--- src/hw/ebp_pkg.sv ---
`default_nettype none
package ebp_pkg;
   // ==========================================================
   // register map
   localparam int ADDR_W = 12;
   localparam int REG_COUNT = 8;
   localparam logic [11:0] OFF_HIGH_DIR = 12'h000;
   localparam logic [11:0] OFF_HIGH_PINS = 12'h004;
   localparam logic [11:0] OFF_HIGH_LATCH = 12'h008;
   localparam logic [11:0] OFF_ANALOG_CFG = 12'h00C;
   localparam logic [11:0] OFF_MEM_CTRL = 12'h010;
   localparam logic [11:0] OFF_CTRL_DIR = 12'h014;
   localparam logic [11:0] OFF_CTRL_PINS = 12'h018;
   localparam logic [11:0] OFF_CTRL_LATCH = 12'h01C;
   localparam logic [2:0] IDX_HIGH_DIR = 3'h0;
   localparam logic [2:0] IDX_HIGH_PINS = 3'h1;
   localparam logic [2:0] IDX_HIGH_LATCH = 3'h2;
   localparam logic [2:0] IDX_ANALOG_CFG = 3'h3;
   localparam logic [2:0] IDX_MEM_CTRL = 3'h4;
   localparam logic [2:0] IDX_CTRL_DIR = 3'h5;
   localparam logic [2:0] IDX_CTRL_PINS = 3'h6;
   localparam logic [2:0] IDX_CTRL_LATCH = 3'h7;
   // ==========================================================
   // fields and reset values
   localparam logic [7:0] DIR_RESET = 8'hFF;
   localparam logic [7:0] LATCH_RESET = 8'h00;
   localparam logic [7:0] MBC_RESET = 8'h00;
   localparam logic [7:0] MBC_MASK = 8'hB3;
   localparam int MBC_BUS_DISABLE_BIT = 7;
   localparam int MBC_WAIT_LSB = 4;
   localparam int MBC_WMODE_LSB = 0;
   localparam logic [7:0] APC_RESET = 8'h00;
   localparam logic [7:0] APC_MASK = 8'h3F;
   localparam int APC_SELECT_LSB = 0;
   localparam int APC_VREF_LSB = 4;
   // ==========================================================
   // high port pin roles
   localparam int HP_ADDR_LSB = 0;
   localparam int HP_ANALOG_LSB = 4;
   localparam int HP_PWM_C_BIT = 6;
   localparam int HP_PWM_B_BIT = 7;
   localparam logic [3:0] ANALOG_CH_FIRST = 4'hC;
   // ==========================================================
   // carriers
   typedef struct packed {
      logic [ADDR_W-1:0] paddr;
      logic psel;
      logic penable;
      logic pwrite;
      logic [31:0] pwdata;
   } ebp_apb_req_t;
   typedef struct packed {
      logic [31:0] prdata;
      logic pready;
      logic pslverr;
   } ebp_apb_rsp_t;
   // bit 0 is the address latch enable, bit 7 the upper byte select
   typedef struct packed {
      logic upper_byte_select;
      logic lower_byte_select;
      logic chip_enable;
      logic byte_address_bit;
      logic write_strobe_high_byte;
      logic write_strobe_low_byte;
      logic output_enable;
      logic address_latch_enable;
   } ebp_emi_ctrl_t;
   // bit 3 flags a hit, bits 2:0 give the register index
   function automatic logic [3:0] ebp_decode(input logic [ADDR_W-1:0] addr);
      logic [3:0] hit;
      hit = 4'h0;
      if (addr[1:0] == 2'h0 && addr[ADDR_W-1:5] == '0) begin
         hit = {1'b1, addr[4:2]};
      end
      return hit;
   endfunction
endpackage
`default_nettype wire

--- src/hw/ebp_port8.sv ---
`timescale 1ns/10ps
`default_nettype none
module ebp_port8 #(
   parameter int WIDTH = 8
) (
   // clock and resets
   input wire logic i_clk_sys,
   input wire logic i_nrst,
   input wire logic i_rst_other,
   // register writes
   input wire logic i_wr_dir,
   input wire logic i_wr_latch,
   input wire logic [WIDTH-1:0] i_wdata,
   // peripheral overrides
   input wire logic [WIDTH-1:0] i_alt_en,
   input wire logic [WIDTH-1:0] i_alt_out,
   input wire logic [WIDTH-1:0] i_force_in,
   // pins
   input wire logic [WIDTH-1:0] i_pin_in,
   output logic [WIDTH-1:0] o_pin_out,
   output logic [WIDTH-1:0] o_pin_oe_n,
   // register state
   output logic [WIDTH-1:0] o_dir,
   output logic [WIDTH-1:0] o_latch,
   output logic [WIDTH-1:0] o_pin_read
);
   generate
      if (WIDTH < 1 || WIDTH > 8) begin : g_bad
         $error("ebp_port8 width must be 1 to 8");
      end
   endgenerate
   // ==========================================================
   // direction: back to all inputs on every reset
   always_ff @(posedge i_clk_sys or negedge i_nrst) begin
      if (!i_nrst) begin
         o_dir <= ebp_pkg::DIR_RESET[WIDTH-1:0]; // RQ9
      end else if (i_rst_other) begin
         o_dir <= ebp_pkg::DIR_RESET[WIDTH-1:0]; // RQ19
      end else if (i_wr_dir) begin
         o_dir <= i_wdata; // RQ8
      end
   end
   // ==========================================================
   // output latch: kept across the other resets
   always_ff @(posedge i_clk_sys or negedge i_nrst) begin
      if (!i_nrst) begin
         o_latch <= ebp_pkg::LATCH_RESET[WIDTH-1:0];
      end else if (i_wr_latch) begin
         o_latch <= i_wdata; // RQ18 RQ19
      end
   end
   // ==========================================================
   // pin drivers
   always_ff @(posedge i_clk_sys or negedge i_nrst) begin
      if (!i_nrst) begin
         o_pin_out <= '0;
         o_pin_oe_n <= '1;
      end else begin
         o_pin_out <= (i_alt_en & i_alt_out) | (~i_alt_en & o_latch); // RQ2
         o_pin_oe_n <= i_force_in | (~i_alt_en & o_dir); // RQ1 RQ7
      end
   end
   assign o_pin_read = i_pin_in & ~i_force_in;
endmodule
`default_nettype wire

--- src/hw/ebp_apb_slave.sv ---
`timescale 1ns/10ps
`default_nettype none
module ebp_apb_slave #(
   parameter int REGS = 8
) (
   // clock and reset
   input wire logic i_clk_sys,
   input wire logic i_nrst,
   // apb
   input wire ebp_pkg::ebp_apb_req_t i_apb,
   output ebp_pkg::ebp_apb_rsp_t o_apb,
   // register side
   input wire logic [REGS-1:0][7:0] i_rdata,
   output logic [REGS-1:0] o_wr_en,
   output logic [7:0] o_wdata
);
   generate
      if (REGS != ebp_pkg::REG_COUNT) begin : g_bad
         $error("ebp_apb_slave register count mismatch");
      end
   endgenerate
   logic [3:0] wr_hit;
   logic [3:0] rd_hit;
   logic [7:0] prdata;
   logic pslverr;
   assign wr_hit = ebp_pkg::ebp_decode(i_apb.paddr);
   assign rd_hit = wr_hit;
   // ==========================================================
   // writes land at the access edge; zero wait states
   always_comb begin
      o_wr_en = '0;
      if (i_apb.psel && i_apb.penable && i_apb.pwrite && wr_hit[3]) begin
         o_wr_en[wr_hit[2:0]] = 1'b1;
      end
   end
   assign o_wdata = i_apb.pwdata[7:0];
   // ==========================================================
   // read data and error are taken at the setup edge
   always_ff @(posedge i_clk_sys or negedge i_nrst) begin
      if (!i_nrst) begin
         prdata <= 8'h00;
         pslverr <= 1'b0;
      end else if (i_apb.psel && !i_apb.penable) begin
         prdata <= (rd_hit[3] && !i_apb.pwrite) ? i_rdata[rd_hit[2:0]] : 8'h00;
         pslverr <= !rd_hit[3];
      end
   end
   assign o_apb.prdata = {24'h000000, prdata};
   assign o_apb.pready = 1'b1;
   assign o_apb.pslverr = pslverr;
endmodule
`default_nettype wire

--- src/hw/ebp_shared_io.sv ---
// Overview of operation
// RQ1 - direction one tristates the pin
// RQ2 - direction zero drives the output latch
// RQ3 - latch register reads latch, not pins
// RQ4 - control port is GPIO only with bus off
// RQ5 - bits 0-3: latch enable, read, write strobes
// RQ6 - bits 4-7: byte address, chip, byte selects
// RQ7 - peripherals may force pin direction
// RQ8 - forced direction never stored in register
// RQ9 - power-on reset makes control pins inputs
// RQ10 - bus mode: high bits 0-3 are address 16-19
// RQ11 - high bits 4-7 are analog channels 12-15
// RQ12 - remap cleared: bits 6,7 carry pwm c,b
// RQ13 - memory control held reset in microcontroller mode
// RQ14 - memory control picks address or GPIO
// RQ15 - analog config picks analog or digital
// RQ16 - default: analog inputs and address pins
// RQ17 - analog pins read zero on pin register
// RQ18 - pins register reads pins, writes latch
// RQ19 - latches survive other resets, directions don't
//
// The implementer's own choices: the register offsets and the APB register port.
`timescale 1ns/10ps
`default_nettype none
module ebp_shared_io (
   // clock and resets
   input wire logic i_clk_sys,
   input wire logic i_nrst,
   input wire logic i_rst_other,
   // device mode
   input wire logic i_microcontroller_mode,
   // register bus
   input wire ebp_pkg::ebp_apb_req_t i_apb,
   output ebp_pkg::ebp_apb_rsp_t o_apb,
   // memory interface signals from the bus controller
   input wire ebp_pkg::ebp_emi_ctrl_t i_emi_ctrl,
   input wire logic [3:0] i_emi_addr_upper,
   // pwm unit
   input wire logic i_pwm_pin_remap_config,
   input wire logic i_pwm_enable,
   input wire logic i_pwm_output_b,
   input wire logic i_pwm_output_c,
   // high-address port pins
   input wire logic [7:0] i_high_pin_in,
   output logic [7:0] o_high_pin_out,
   output logic [7:0] o_high_pin_oe_n,
   // control port pins
   input wire logic [7:0] i_ctrl_pin_in,
   output logic [7:0] o_ctrl_pin_out,
   output logic [7:0] o_ctrl_pin_oe_n,
   // configuration to the bus controller and converter
   output logic o_system_bus_mode,
   output logic [1:0] o_wait_state,
   output logic [1:0] o_write_mode,
   output logic [1:0] o_vref_config,
   output logic [3:0] o_analog_select
);
   // ==========================================================
   // local signals
   logic [7:0] memory_bus_control;
   logic [7:0] analog_pin_config;
   logic [ebp_pkg::REG_COUNT-1:0] wr_en;
   logic [7:0] wdata;
   logic [ebp_pkg::REG_COUNT-1:0][7:0] rdata;

   // pin roles
   logic bus_active;
   logic [3:0] analog_sel;
   logic [7:0] high_alt_en;
   logic [7:0] high_alt_out;
   logic [7:0] high_force_in;
   logic [7:0] ctrl_alt_en;
   logic [7:0] ctrl_alt_out;

   // port register state
   logic [7:0] high_port_direction;
   logic [7:0] high_port_latch;
   logic [7:0] high_port_pins;
   logic [7:0] control_port_direction;
   logic [7:0] control_port_latch;
   logic [7:0] control_port_pins;

   // register fields and pwm gating
   logic external_bus_disable;
   logic [3:0] analog_pin_select_field;
   logic pwm_on_pins;

   // ==========================================================
   // register bus slave
   ebp_apb_slave #(
      .REGS(ebp_pkg::REG_COUNT)
   ) u_apb (
      .i_clk_sys(i_clk_sys),
      .i_nrst(i_nrst),
      .i_apb(i_apb),
      .o_apb(o_apb),
      .i_rdata(rdata),
      .o_wr_en(wr_en),
      .o_wdata(wdata)
   );

   // ==========================================================
   // memory bus control register
   always_ff @(posedge i_clk_sys or negedge i_nrst) begin
      if (!i_nrst) begin
         memory_bus_control <= ebp_pkg::MBC_RESET;
      end else if (i_microcontroller_mode) begin
         memory_bus_control <= ebp_pkg::MBC_RESET; // RQ13
      end else if (i_rst_other) begin
         memory_bus_control <= ebp_pkg::MBC_RESET;
      end else if (wr_en[ebp_pkg::IDX_MEM_CTRL]) begin
         memory_bus_control <= wdata & ebp_pkg::MBC_MASK;
      end
   end

   assign external_bus_disable = memory_bus_control[ebp_pkg::MBC_BUS_DISABLE_BIT];

   // ==========================================================
   // analog pin configuration register
   always_ff @(posedge i_clk_sys or negedge i_nrst) begin
      if (!i_nrst) begin
         analog_pin_config <= ebp_pkg::APC_RESET; // RQ16
      end else if (i_rst_other) begin
         analog_pin_config <= ebp_pkg::APC_RESET;
      end else if (wr_en[ebp_pkg::IDX_ANALOG_CFG]) begin
         analog_pin_config <= wdata & ebp_pkg::APC_MASK;
      end
   end

   assign analog_pin_select_field =
      analog_pin_config[ebp_pkg::APC_SELECT_LSB +: 4];

   // ==========================================================
   // pin role selection
   // the external bus runs unless disabled or in microcontroller mode
   assign bus_active = !i_microcontroller_mode && !external_bus_disable; // RQ14 RQ16

   // channel 12+k is analog while the select field is at most 3-k
   genvar k;
   generate
      for (k = 0; k < 4; k++) begin : g_analog
         assign analog_sel[k] =
            analog_pin_select_field <= (4'hF - ebp_pkg::ANALOG_CH_FIRST - 4'(k)); // RQ15
      end
   endgenerate

   assign pwm_on_pins = i_pwm_enable && !i_pwm_pin_remap_config;

   // ==========================================================
   // high-address port overrides
   always_comb begin
      high_alt_en = 8'h00;
      high_alt_out = 8'h00;
      high_force_in = 8'h00;

      // address bits 16 to 19 while the bus runs
      if (bus_active) begin
         high_alt_en[ebp_pkg::HP_ADDR_LSB +: 4] = 4'hF; // RQ10
         high_alt_out[ebp_pkg::HP_ADDR_LSB +: 4] = i_emi_addr_upper; // RQ10
      end

      // analog channels hold their pins as inputs
      high_force_in[ebp_pkg::HP_ANALOG_LSB +: 4] = analog_sel; // RQ11 RQ7

      // pwm outputs win over analog forcing
      if (pwm_on_pins) begin
         high_alt_en[ebp_pkg::HP_PWM_C_BIT] = 1'b1; // RQ12
         high_alt_out[ebp_pkg::HP_PWM_C_BIT] = i_pwm_output_c; // RQ12
         high_force_in[ebp_pkg::HP_PWM_C_BIT] = 1'b0;
         high_alt_en[ebp_pkg::HP_PWM_B_BIT] = 1'b1; // RQ12
         high_alt_out[ebp_pkg::HP_PWM_B_BIT] = i_pwm_output_b; // RQ12
         high_force_in[ebp_pkg::HP_PWM_B_BIT] = 1'b0;
      end
   end

   // ==========================================================
   // control port overrides
   always_comb begin
      ctrl_alt_en = 8'h00;
      ctrl_alt_out = 8'h00;

      // the bus controller owns every control pin while the bus runs
      if (bus_active) begin
         ctrl_alt_en = 8'hFF; // RQ4
         ctrl_alt_out = i_emi_ctrl; // RQ5 RQ6
      end
   end

   // ==========================================================
   // high-address port
   ebp_port8 #(
      .WIDTH(8)
   ) u_high (
      .i_clk_sys(i_clk_sys),
      .i_nrst(i_nrst),
      .i_rst_other(i_rst_other),
      // register writes
      .i_wr_dir(wr_en[ebp_pkg::IDX_HIGH_DIR]),
      .i_wr_latch(wr_en[ebp_pkg::IDX_HIGH_PINS] | wr_en[ebp_pkg::IDX_HIGH_LATCH]),
      .i_wdata(wdata),
      // peripheral overrides
      .i_alt_en(high_alt_en),
      .i_alt_out(high_alt_out),
      .i_force_in(high_force_in),
      // pins
      .i_pin_in(i_high_pin_in),
      .o_pin_out(o_high_pin_out),
      .o_pin_oe_n(o_high_pin_oe_n),
      // register state
      .o_dir(high_port_direction),
      .o_latch(high_port_latch),
      .o_pin_read(high_port_pins)
   );

   // ==========================================================
   // control port
   ebp_port8 #(
      .WIDTH(8)
   ) u_ctrl (
      .i_clk_sys(i_clk_sys),
      .i_nrst(i_nrst),
      .i_rst_other(i_rst_other),
      // register writes
      .i_wr_dir(wr_en[ebp_pkg::IDX_CTRL_DIR]),
      .i_wr_latch(wr_en[ebp_pkg::IDX_CTRL_PINS] | wr_en[ebp_pkg::IDX_CTRL_LATCH]),
      .i_wdata(wdata),
      // peripheral overrides
      .i_alt_en(ctrl_alt_en),
      .i_alt_out(ctrl_alt_out),
      .i_force_in(8'h00),
      // pins
      .i_pin_in(i_ctrl_pin_in),
      .o_pin_out(o_ctrl_pin_out),
      .o_pin_oe_n(o_ctrl_pin_oe_n),
      // register state
      .o_dir(control_port_direction),
      .o_latch(control_port_latch),
      .o_pin_read(control_port_pins)
   );

   // ==========================================================
   // read-back
   always_comb begin
      rdata = '0;

      // high-address port
      rdata[ebp_pkg::IDX_HIGH_DIR] = high_port_direction; // RQ8
      rdata[ebp_pkg::IDX_HIGH_PINS] = high_port_pins; // RQ17 RQ18
      rdata[ebp_pkg::IDX_HIGH_LATCH] = high_port_latch; // RQ3

      // configuration
      rdata[ebp_pkg::IDX_ANALOG_CFG] = analog_pin_config;
      rdata[ebp_pkg::IDX_MEM_CTRL] = memory_bus_control;

      // control port
      rdata[ebp_pkg::IDX_CTRL_DIR] = control_port_direction; // RQ8
      rdata[ebp_pkg::IDX_CTRL_PINS] = control_port_pins; // RQ18
      rdata[ebp_pkg::IDX_CTRL_LATCH] = control_port_latch; // RQ3
   end

   // ==========================================================
   // configuration outputs: bus mode
   always_ff @(posedge i_clk_sys or negedge i_nrst) begin
      if (!i_nrst) begin
         o_system_bus_mode <= 1'b0;
      end else begin
         o_system_bus_mode <= bus_active; // RQ14
      end
   end

   // ==========================================================
   // configuration outputs: memory timing
   always_ff @(posedge i_clk_sys or negedge i_nrst) begin
      if (!i_nrst) begin
         o_wait_state <= 2'h0;
      end else begin
         o_wait_state <= memory_bus_control[ebp_pkg::MBC_WAIT_LSB +: 2];
      end
   end

   always_ff @(posedge i_clk_sys or negedge i_nrst) begin
      if (!i_nrst) begin
         o_write_mode <= 2'h0;
      end else begin
         o_write_mode <= memory_bus_control[ebp_pkg::MBC_WMODE_LSB +: 2];
      end
   end

   // ==========================================================
   // configuration outputs: converter
   always_ff @(posedge i_clk_sys or negedge i_nrst) begin
      if (!i_nrst) begin
         o_vref_config <= 2'h0;
      end else begin
         o_vref_config <= analog_pin_config[ebp_pkg::APC_VREF_LSB +: 2];
      end
   end

   always_ff @(posedge i_clk_sys or negedge i_nrst) begin
      if (!i_nrst) begin
         o_analog_select <= 4'h0;
      end else begin
         o_analog_select <= analog_sel; // RQ15
      end
   end
endmodule
`default_nettype wire

--- config.mk ---
export PLATFORM = sky130hd
export DESIGN_NAME = ebp_shared_io
export DESIGN_NICKNAME = d
export VERILOG_FILES = /design/src/hw/ebp_pkg.sv /design/src/hw/ebp_port8.sv /design/src/hw/ebp_apb_slave.sv /design/src/hw/ebp_shared_io.sv
export SDC_FILE = /design/constraint.sdc
export NUM_CORES = 1
export LEC_CHECK = 0
export BUFFER_PORTS_ARGS = -buffer_cell sky130_fd_sc_hd__buf_4
export CORE_ASPECT_RATIO = 1.4
export CORE_UTILIZATION = 45
export CTS_CLUSTER_DIAMETER = 150
export DETAILED_ROUTE_END_ITERATION = 8
export PLACE_DENSITY_LB_ADDON = 0.05
export SLEW_MARGIN = 25
export SYNTH_ARGS = -nofsm -noshare
export SYNTH_HDL_FRONTEND = slang
export SYNTH_SLANG_ARGS = --single-unit
--- constraint.sdc ---
create_clock -name i_clk_sys -period 1.6 [get_ports i_clk_sys]
set_input_delay 0 -clock i_clk_sys [delete_from_list [all_inputs] [get_ports i_clk_sys]]
set_output_delay 0 -clock i_clk_sys [all_outputs]
set_load 0.005 [all_outputs]
==> Word level (Yosys, flattened, before mapping) <==
Index checks and enable logic that the tools add are counted.
{ "totals": {"elab_cells": 82, "regBits": 100, "input_bits": 83, "output_inout_bits": 77} }
{ "classes": {"n_bitwise": 15, "mux": 23, "reduce_logical": 21, "n_lt_le_gt_ge": 6} }
{ "op_table": {"columns": ["op", "n"], "rows": [
  ["2-to-1 mux 8 bit", 14],
  ["bitwise AND 8 bit", 7],
  ["binary-select mux 8 bit (select 3 bit)", 1],
  ["inverter 8 bit", 3],
  ["bitwise OR 8 bit", 3],
  ["2-to-1 mux 4 bit", 3],
  ["logical AND 1 bit", 9],
  ["<= comparator 4 x 1 -> 1 bit (second input constant)", 2],
  ["<= comparator 4 x 2 -> 1 bit (second input constant)", 2],
  ["logical NOT 7 bit", 1],
  ["logical NOT 1 bit", 6],
  ["2-to-1 mux 2 bit", 3],
  ["nonzero test 2 bit", 3],
  ["less-than comparator 3 x 4 -> 1 bit (second input constant)", 1],
  ["demux 1 bit (select 3 bit)", 1],
  [">= comparator 3 x 1 -> 1 bit (second input constant)", 1],
  ["nonzero test 3 bit", 1],
  ["logical NOT 2 bit", 1],
  ["bitwise OR 1 bit", 2],
  ["2-to-1 mux 1 bit", 1]
]} }

==> Logic depth before layout (Yosys ltp) <==
{ "depth": {"word_depth": 11, "depth_mapped": 7} }

==> Cells and area by module <==
From an unflattened synthesis, not the netlist that was laid out.
{ "hier_totals": {"cells_unflattened": 413, "hier_area_um2": 4838.4} }
{ "by_module_without_submodules": {"columns": ["mod", "area_each_um2", "n_inst", "cells_each"], "rows": [
  ["ebp_port8", 1288.7, 2, 91],
  ["ebp_apb_slave", 1372.6, 1, 158],
  ["ebp_shared_io", 888.4, 1, 73]
]} }

==> Least setup slack after synthesis <==
No wires, ideal clock.
{ "synth_timing": {"path_kind": "reg2reg", "from": "register memory_bus_control[7]", "to": "register u_ctrl.o_pin_out[0]", "t_arrival_ns": 1.391, "path_stages_with_launch": 4, "setup_slack_ns": 0.084, "n_path_buf": 1, "period_less_slack_ns": 1.516, "cell_sequence": "dfrtp_1 -> nor2_1 -> clkbuf_1 -> mux2_2"} }
{ "synth_via": {"elab_chain_len": 6} }
{ "synth_rtl": {"columns": ["item", "line", "source"], "rows": [
  ["start: declaration", "ebp_shared_io.sv:60", "logic [7:0] memory_bus_control;"],
  ["start signal: assignment", "ebp_shared_io.sv:106", "memory_bus_control <= ebp_pkg::MBC_RESET;"],
  ["start signal: assignment", "ebp_shared_io.sv:108", "memory_bus_control <= ebp_pkg::MBC_RESET;"],
  ["start signal: assignment", "ebp_shared_io.sv:110", "memory_bus_control <= ebp_pkg::MBC_RESET;"],
  ["logical NOT 1 bit *", "ebp_shared_io.sv:136", "assign bus_active = !i_microcontroller_mode && !external_bus_disable;"],
  ["logical AND 1 bit *", "ebp_shared_io.sv:136", null],
  ["2-to-1 mux 8 bit", "ebp_shared_io.sv:183", "if (bus_active) begin"],
  ["inverter 8 bit", "ebp_port8.sv:59", "o_pin_out <= (i_alt_en & i_alt_out) | (~i_alt_en & o_latch);"],
  ["bitwise AND 8 bit", "ebp_port8.sv:59", null],
  ["bitwise OR 8 bit *", "ebp_port8.sv:59", null],
  ["end signal: assignment", "ebp_port8.sv:59", null],
  ["end: declaration", "ebp_port8.sv:20", "output logic [WIDTH-1:0] o_pin_out,"]
]} }
Every way passes the cells marked *; elsewhere a longest branch is shown, timed or not.
A chain may end at the register's enable or synchronous reset.

==> Final worst setup path <==
{ "layout_timing": {"from": "register analog_pin_config[1]", "to": "register u_apb.prdata[5]"} }
{ "layout_via": {"elab_chain_len": 6} }
{ "layout_rtl": {"columns": ["item", "line", "source"], "rows": [
  ["start: declaration", "ebp_shared_io.sv:61", "logic [7:0] analog_pin_config;"],
  ["start signal: assignment", "ebp_shared_io.sv:122", "analog_pin_config <= ebp_pkg::APC_RESET;"],
  ["start signal: assignment", "ebp_shared_io.sv:124", "analog_pin_config <= ebp_pkg::APC_RESET;"],
  ["start signal: assignment", "ebp_shared_io.sv:126", "analog_pin_config <= wdata & ebp_pkg::APC_MASK;"],
  ["<= comparator 4 x 2 -> 1 bit (implied by the code)", "ebp_shared_io.sv:143", "analog_pin_select_field <= (4'hF - ebp_pkg::ANALOG_CH_FIRST - 4'(k));"],
  ["net analog_sel[1]", "ebp_shared_io.sv:68", "logic [3:0] analog_sel;"],
  ["inverter 8 bit", "ebp_port8.sv:63", "assign o_pin_read = i_pin_in & ~i_force_in;"],
  ["bitwise AND 8 bit", "ebp_port8.sv:63", null],
  ["binary-select mux 8 bit (select 3 bit)", "ebp_apb_slave.sv:44", "prdata <= (rd_hit[3] && !i_apb.pwrite) ? i_rdata[rd_hit[2:0]] : 8'h00;"],
  ["2-to-1 mux 8 bit (implied by the code)", "ebp_apb_slave.sv:44", null],
  ["2-to-1 mux 8 bit", "ebp_apb_slave.sv:44", null],
  ["end signal: assignment", "ebp_apb_slave.sv:44", null],
  ["end: declaration", "ebp_apb_slave.sv:24", "logic [7:0] prdata;"]
]} }
The timed path passes the listed nets, and every way through them passes these cells. The select of a mux whose other input is x is not followed.

==> results.md <==
- Dpl cells: 632
- Drt pass-1 iters: 4
- Minimum clock period: 1.526 ns
- Sw power: 1.199 mW
- Flop pwr share: 46.7%
- #FFs+latches synth: 95
- Die X: 86.80 um
- Number of fill cells: 834
- Layout cells sized above 1: 42.83%
- PwrDens: 866.6 nW/um2
- Total leakage power: 2.877 nW
- Number of synthesis warnings: 0
- First-pass GRT wire length: 18370 um
- Chip height: 120.7 um
- NumNets Final: 615
- Outcome: finished clean
- Die area: 10480 um2
- Req. time, crit path: 1.82 ns
- CTS Buf Count: 9
- Yosys top cell by area: dfrtp_1
- Area growth from synthesis to layout: 34.85%
- Mapped Area: 4531 um2
- Clock share of power: 42.6%
- Grt ovf: 0
- Largest net degree at the start of global routing: 44
- Share of the synthesized area in the top cell type: 34.80%
- Longest Clk Path Bufs: 2
- DP HPWL: 8412 um
- Mean area per synthesized cell: 11.77 um2
- CTS root buf: clkbuf_16
- Slew margin rel.: 65.91%
- Setup Viol. Count Final: 0
- Crit path launch type: flop
- Max-slew violations: 0
- Total track usage: 23.75%
- Sw Ratio: 22.64%
- Vias: 3396
- Placer congestion estimate: 0.8204
- # IOs: 160
- Clock sinks: 95
- Maximum fanout along the worst path: 5
- CP endpoint kind: flop
- Prevailing post-synth register cell: dfrtp_1
- Maximum vdd drop: 514.7 uV
- Area contributors post-synth: dfrtp_1 35%, dfstp_2 19%, mux2i_1 7.5%, mux2_2 6.7%, buf_4 4.5%
- Synth cell types: 54
- Seq/Total Area, Yosys: 53.36%
- Clk pin slew, worst setup/hold paths: 0.06 ns
- Site Rows: 43
- Setup repair after global routing missed its margin: no
- Initial antenna violation count: 0
- Initial core utilization: 46.02%
- DR WL/cell: 17.00 um
- Antenna viol nets, final: 0
- Fmax: 0.6552 GHz
- Mapped Cells: 385
- Final cell count without fillers: 672
- Gate power share: 10.7%
- Clk_lat worst skew: 0.34 ns
- Final Cell Area: 6110 um2
- DRC: 0
- Tightest Hold Check Type: in -> reg
- Tcrit/Tclk final: 95.39%
- Vias per Instance: 5.054
- Sum Neg Setup Slack: 0 ns
- Int Pwr: 4.096 mW
- Final Hold Fails: 0
- Max-Cap Viols: 0
- Crit path kind: reg -> reg
- Vias in the first global route: 3459
- Placeable Area: 9846 um2
- Total wire length: 11420 um
- H-tree depth: 3
- Skew final: 0.008537 ns
- Tightest Pin Transition: 0.5103 ns
- FFs w/ async S/R, synth: 100.0%
- Final antenna diode count: 0
- CTS tree: built
- DRT iter0 DRCs: 202
- Post-synth EDFFs: 0
- WP data arrival: 1.75 ns
- Buffers added on ports: 110
- Area after DPL: 5543 um2
- Post-CTS setup buffer count: 0
-- critical path: stages, from the launching register on --
cell and delay (ns):
dfrtp_1 0.45, a211oi_1 0.44, o2111ai_1 0.22, a22oi_1 0.20, o21ai_0 0.10
-- final timing paths --
path	start	end	slack (ns)	cells past startpoint
max in group asynchronous	i_nrst	u_ctrl.o_dir[6]$_DFFE_PN1P_	0.85	3
worst max-delay path	analog_pin_config[1]$_DFFE_PN0P_	u_apb.prdata[5]$_DFFE_PN0P_	0.07	4
min in group asynchronous	i_nrst	u_ctrl.o_pin_out[7]$_DFF_PN0_	0.11	2
worst max register to register	analog_pin_config[1]$_DFFE_PN0P_	u_apb.prdata[5]$_DFFE_PN0P_	0.07	4
worst min-delay path	i_pwm_pin_remap_config	u_high.o_pin_oe_n[7]$_DFF_PN1_	0.009	3
worst min register to register	memory_bus_control[5]$_DFFE_PN0P_	o_wait_state[1]$_DFF_PN0_	0.40	0
-- registers in the layout, indices dropped and copies added (netlist names) --
signal              count
analog_pin_config       6
memory_bus_control      5
o_analog_select         4
o_system_bus_mode       1
o_vref_config           2
o_wait_state            2
o_write_mode            2
u_apb.prdata            8
u_apb.pslverr           1
u_ctrl.o_dir            8
u_ctrl.o_latch          8
u_ctrl.o_pin_oe_n       8
u_ctrl.o_pin_out        8
u_high.o_dir            8
u_high.o_latch          8
u_high.o_pin_oe_n       8
u_high.o_pin_out        8
-- cell usage in the layout (no fill, tap or decap), types with 4 or more instances in the layout --
cell type,Yosys,routed
mux2i_1,34,34
mux2_2,27,27
nor2_1,38,37
nand3_1,8,8
o21ai_0,13,13
dfstp_2,32,32
inv_1,4,4
nand2_1,18,18
nor3b_1,4,4
o31ai_1,6,6
dfrtp_1,63,63
dlygate4sd3_1,0,24
a21boi_0,5,5
mux2_4,5,5
conb_1,2,25
nor2b_1,18,18
nand2b_1,14,14
nor3_1,5,4
buf_4,27,130
clkbuf_16,0,10
-- synthesized netlist by cell type (6+ instances only) --
| cell type | n |
|---|---|
| buf_2 | 6 |
| clkbuf_1 | 8 |
| dfstp_2 | 32 |
| nand3_1 | 8 |
| nand2_1 | 18 |
| dfrtp_1 | 63 |
| nand2b_1 | 14 |
| o21ai_0 | 13 |
| mux2_2 | 27 |
| mux2i_1 | 34 |
| nor2b_1 | 18 |
| nor2_1 | 38 |
| o31ai_1 | 6 |
| buf_4 | 27 |
-- power groups by stage --
stage | combinational [mW] | clock [mW] | sequential [mW]
3_5_place_dp | 0.523 | 0 | 2.51
3_3_place_gp | 0.518 | 0 | 2.51
2_1_floorplan | 0.252 | 0 | 2.52
6_report | 0.566 | 2.26 | 2.47
4_1_cts | 0.571 | 2.30 | 2.47
5_1_grt | 0.622 | 2.38 | 2.47
-- stage by stage --
stage / worst slack (ns) / utilization (%) / total power [mW] / hold slack, ns
floorplan: 0.08381 / - / 2.770 / -0.2956
global placement: 0.04191 / 56.30 / 3.030 / -0.06722
detailed placement: 0.01961 / 56.30 / 3.037 / -0.06785
CTS: 0.04530 / 61.96 / 5.340 / 0.01933
global route: 0.02057 / 62.05 / 5.476 / 0.03649
finish: 0.07382 / 62.05 / 5.294 / 0.009449
-- metal layers --
metal  share of wire [%]  track usage [%]  up-vias
met5                   0                0        -
met4                 1.8            8.958        0
met3                 3.7            3.823       15
met2                  51            39.62      104
met1                  43            30.72     1691
li1                    -                -     1586
-- cells by family after synthesis --
group,count (synthesis),share of synthesized area [%]
AO/OA/AOI/OAI,44,6.794
XOR/XNOR,1,0.1934
buffers and inverters,48,6.545
flip-flops,95,53.36
other,2,0.1658
multiplexers,68,16.87
AND/OR/NAND/NOR,127,16.07
-- repair_timing --
item,CTS,global route
endpoints found under the setup margin,0,2
hold buffers,24,0
endpoints found under the hold margin,118,0
gates resized for setup,0,2
-- cell type report --
class | instances | area (um2) | area share (%)
clock buffers | 12 | 267.8 | 4.383
clock inverters | 4 | 50.05 | 0.8192
repair buffers | 157 | 1276 | 20.89
multi-input cells | 265 | 1914 | 31.33
well taps | 135 | 168.9 | 2.765
inverters | 4 | 15.01 | 0.2458
flip-flops and latches | 95 | 2417 | 39.57
No activity file was read; power rests on OpenSTA's default activity.
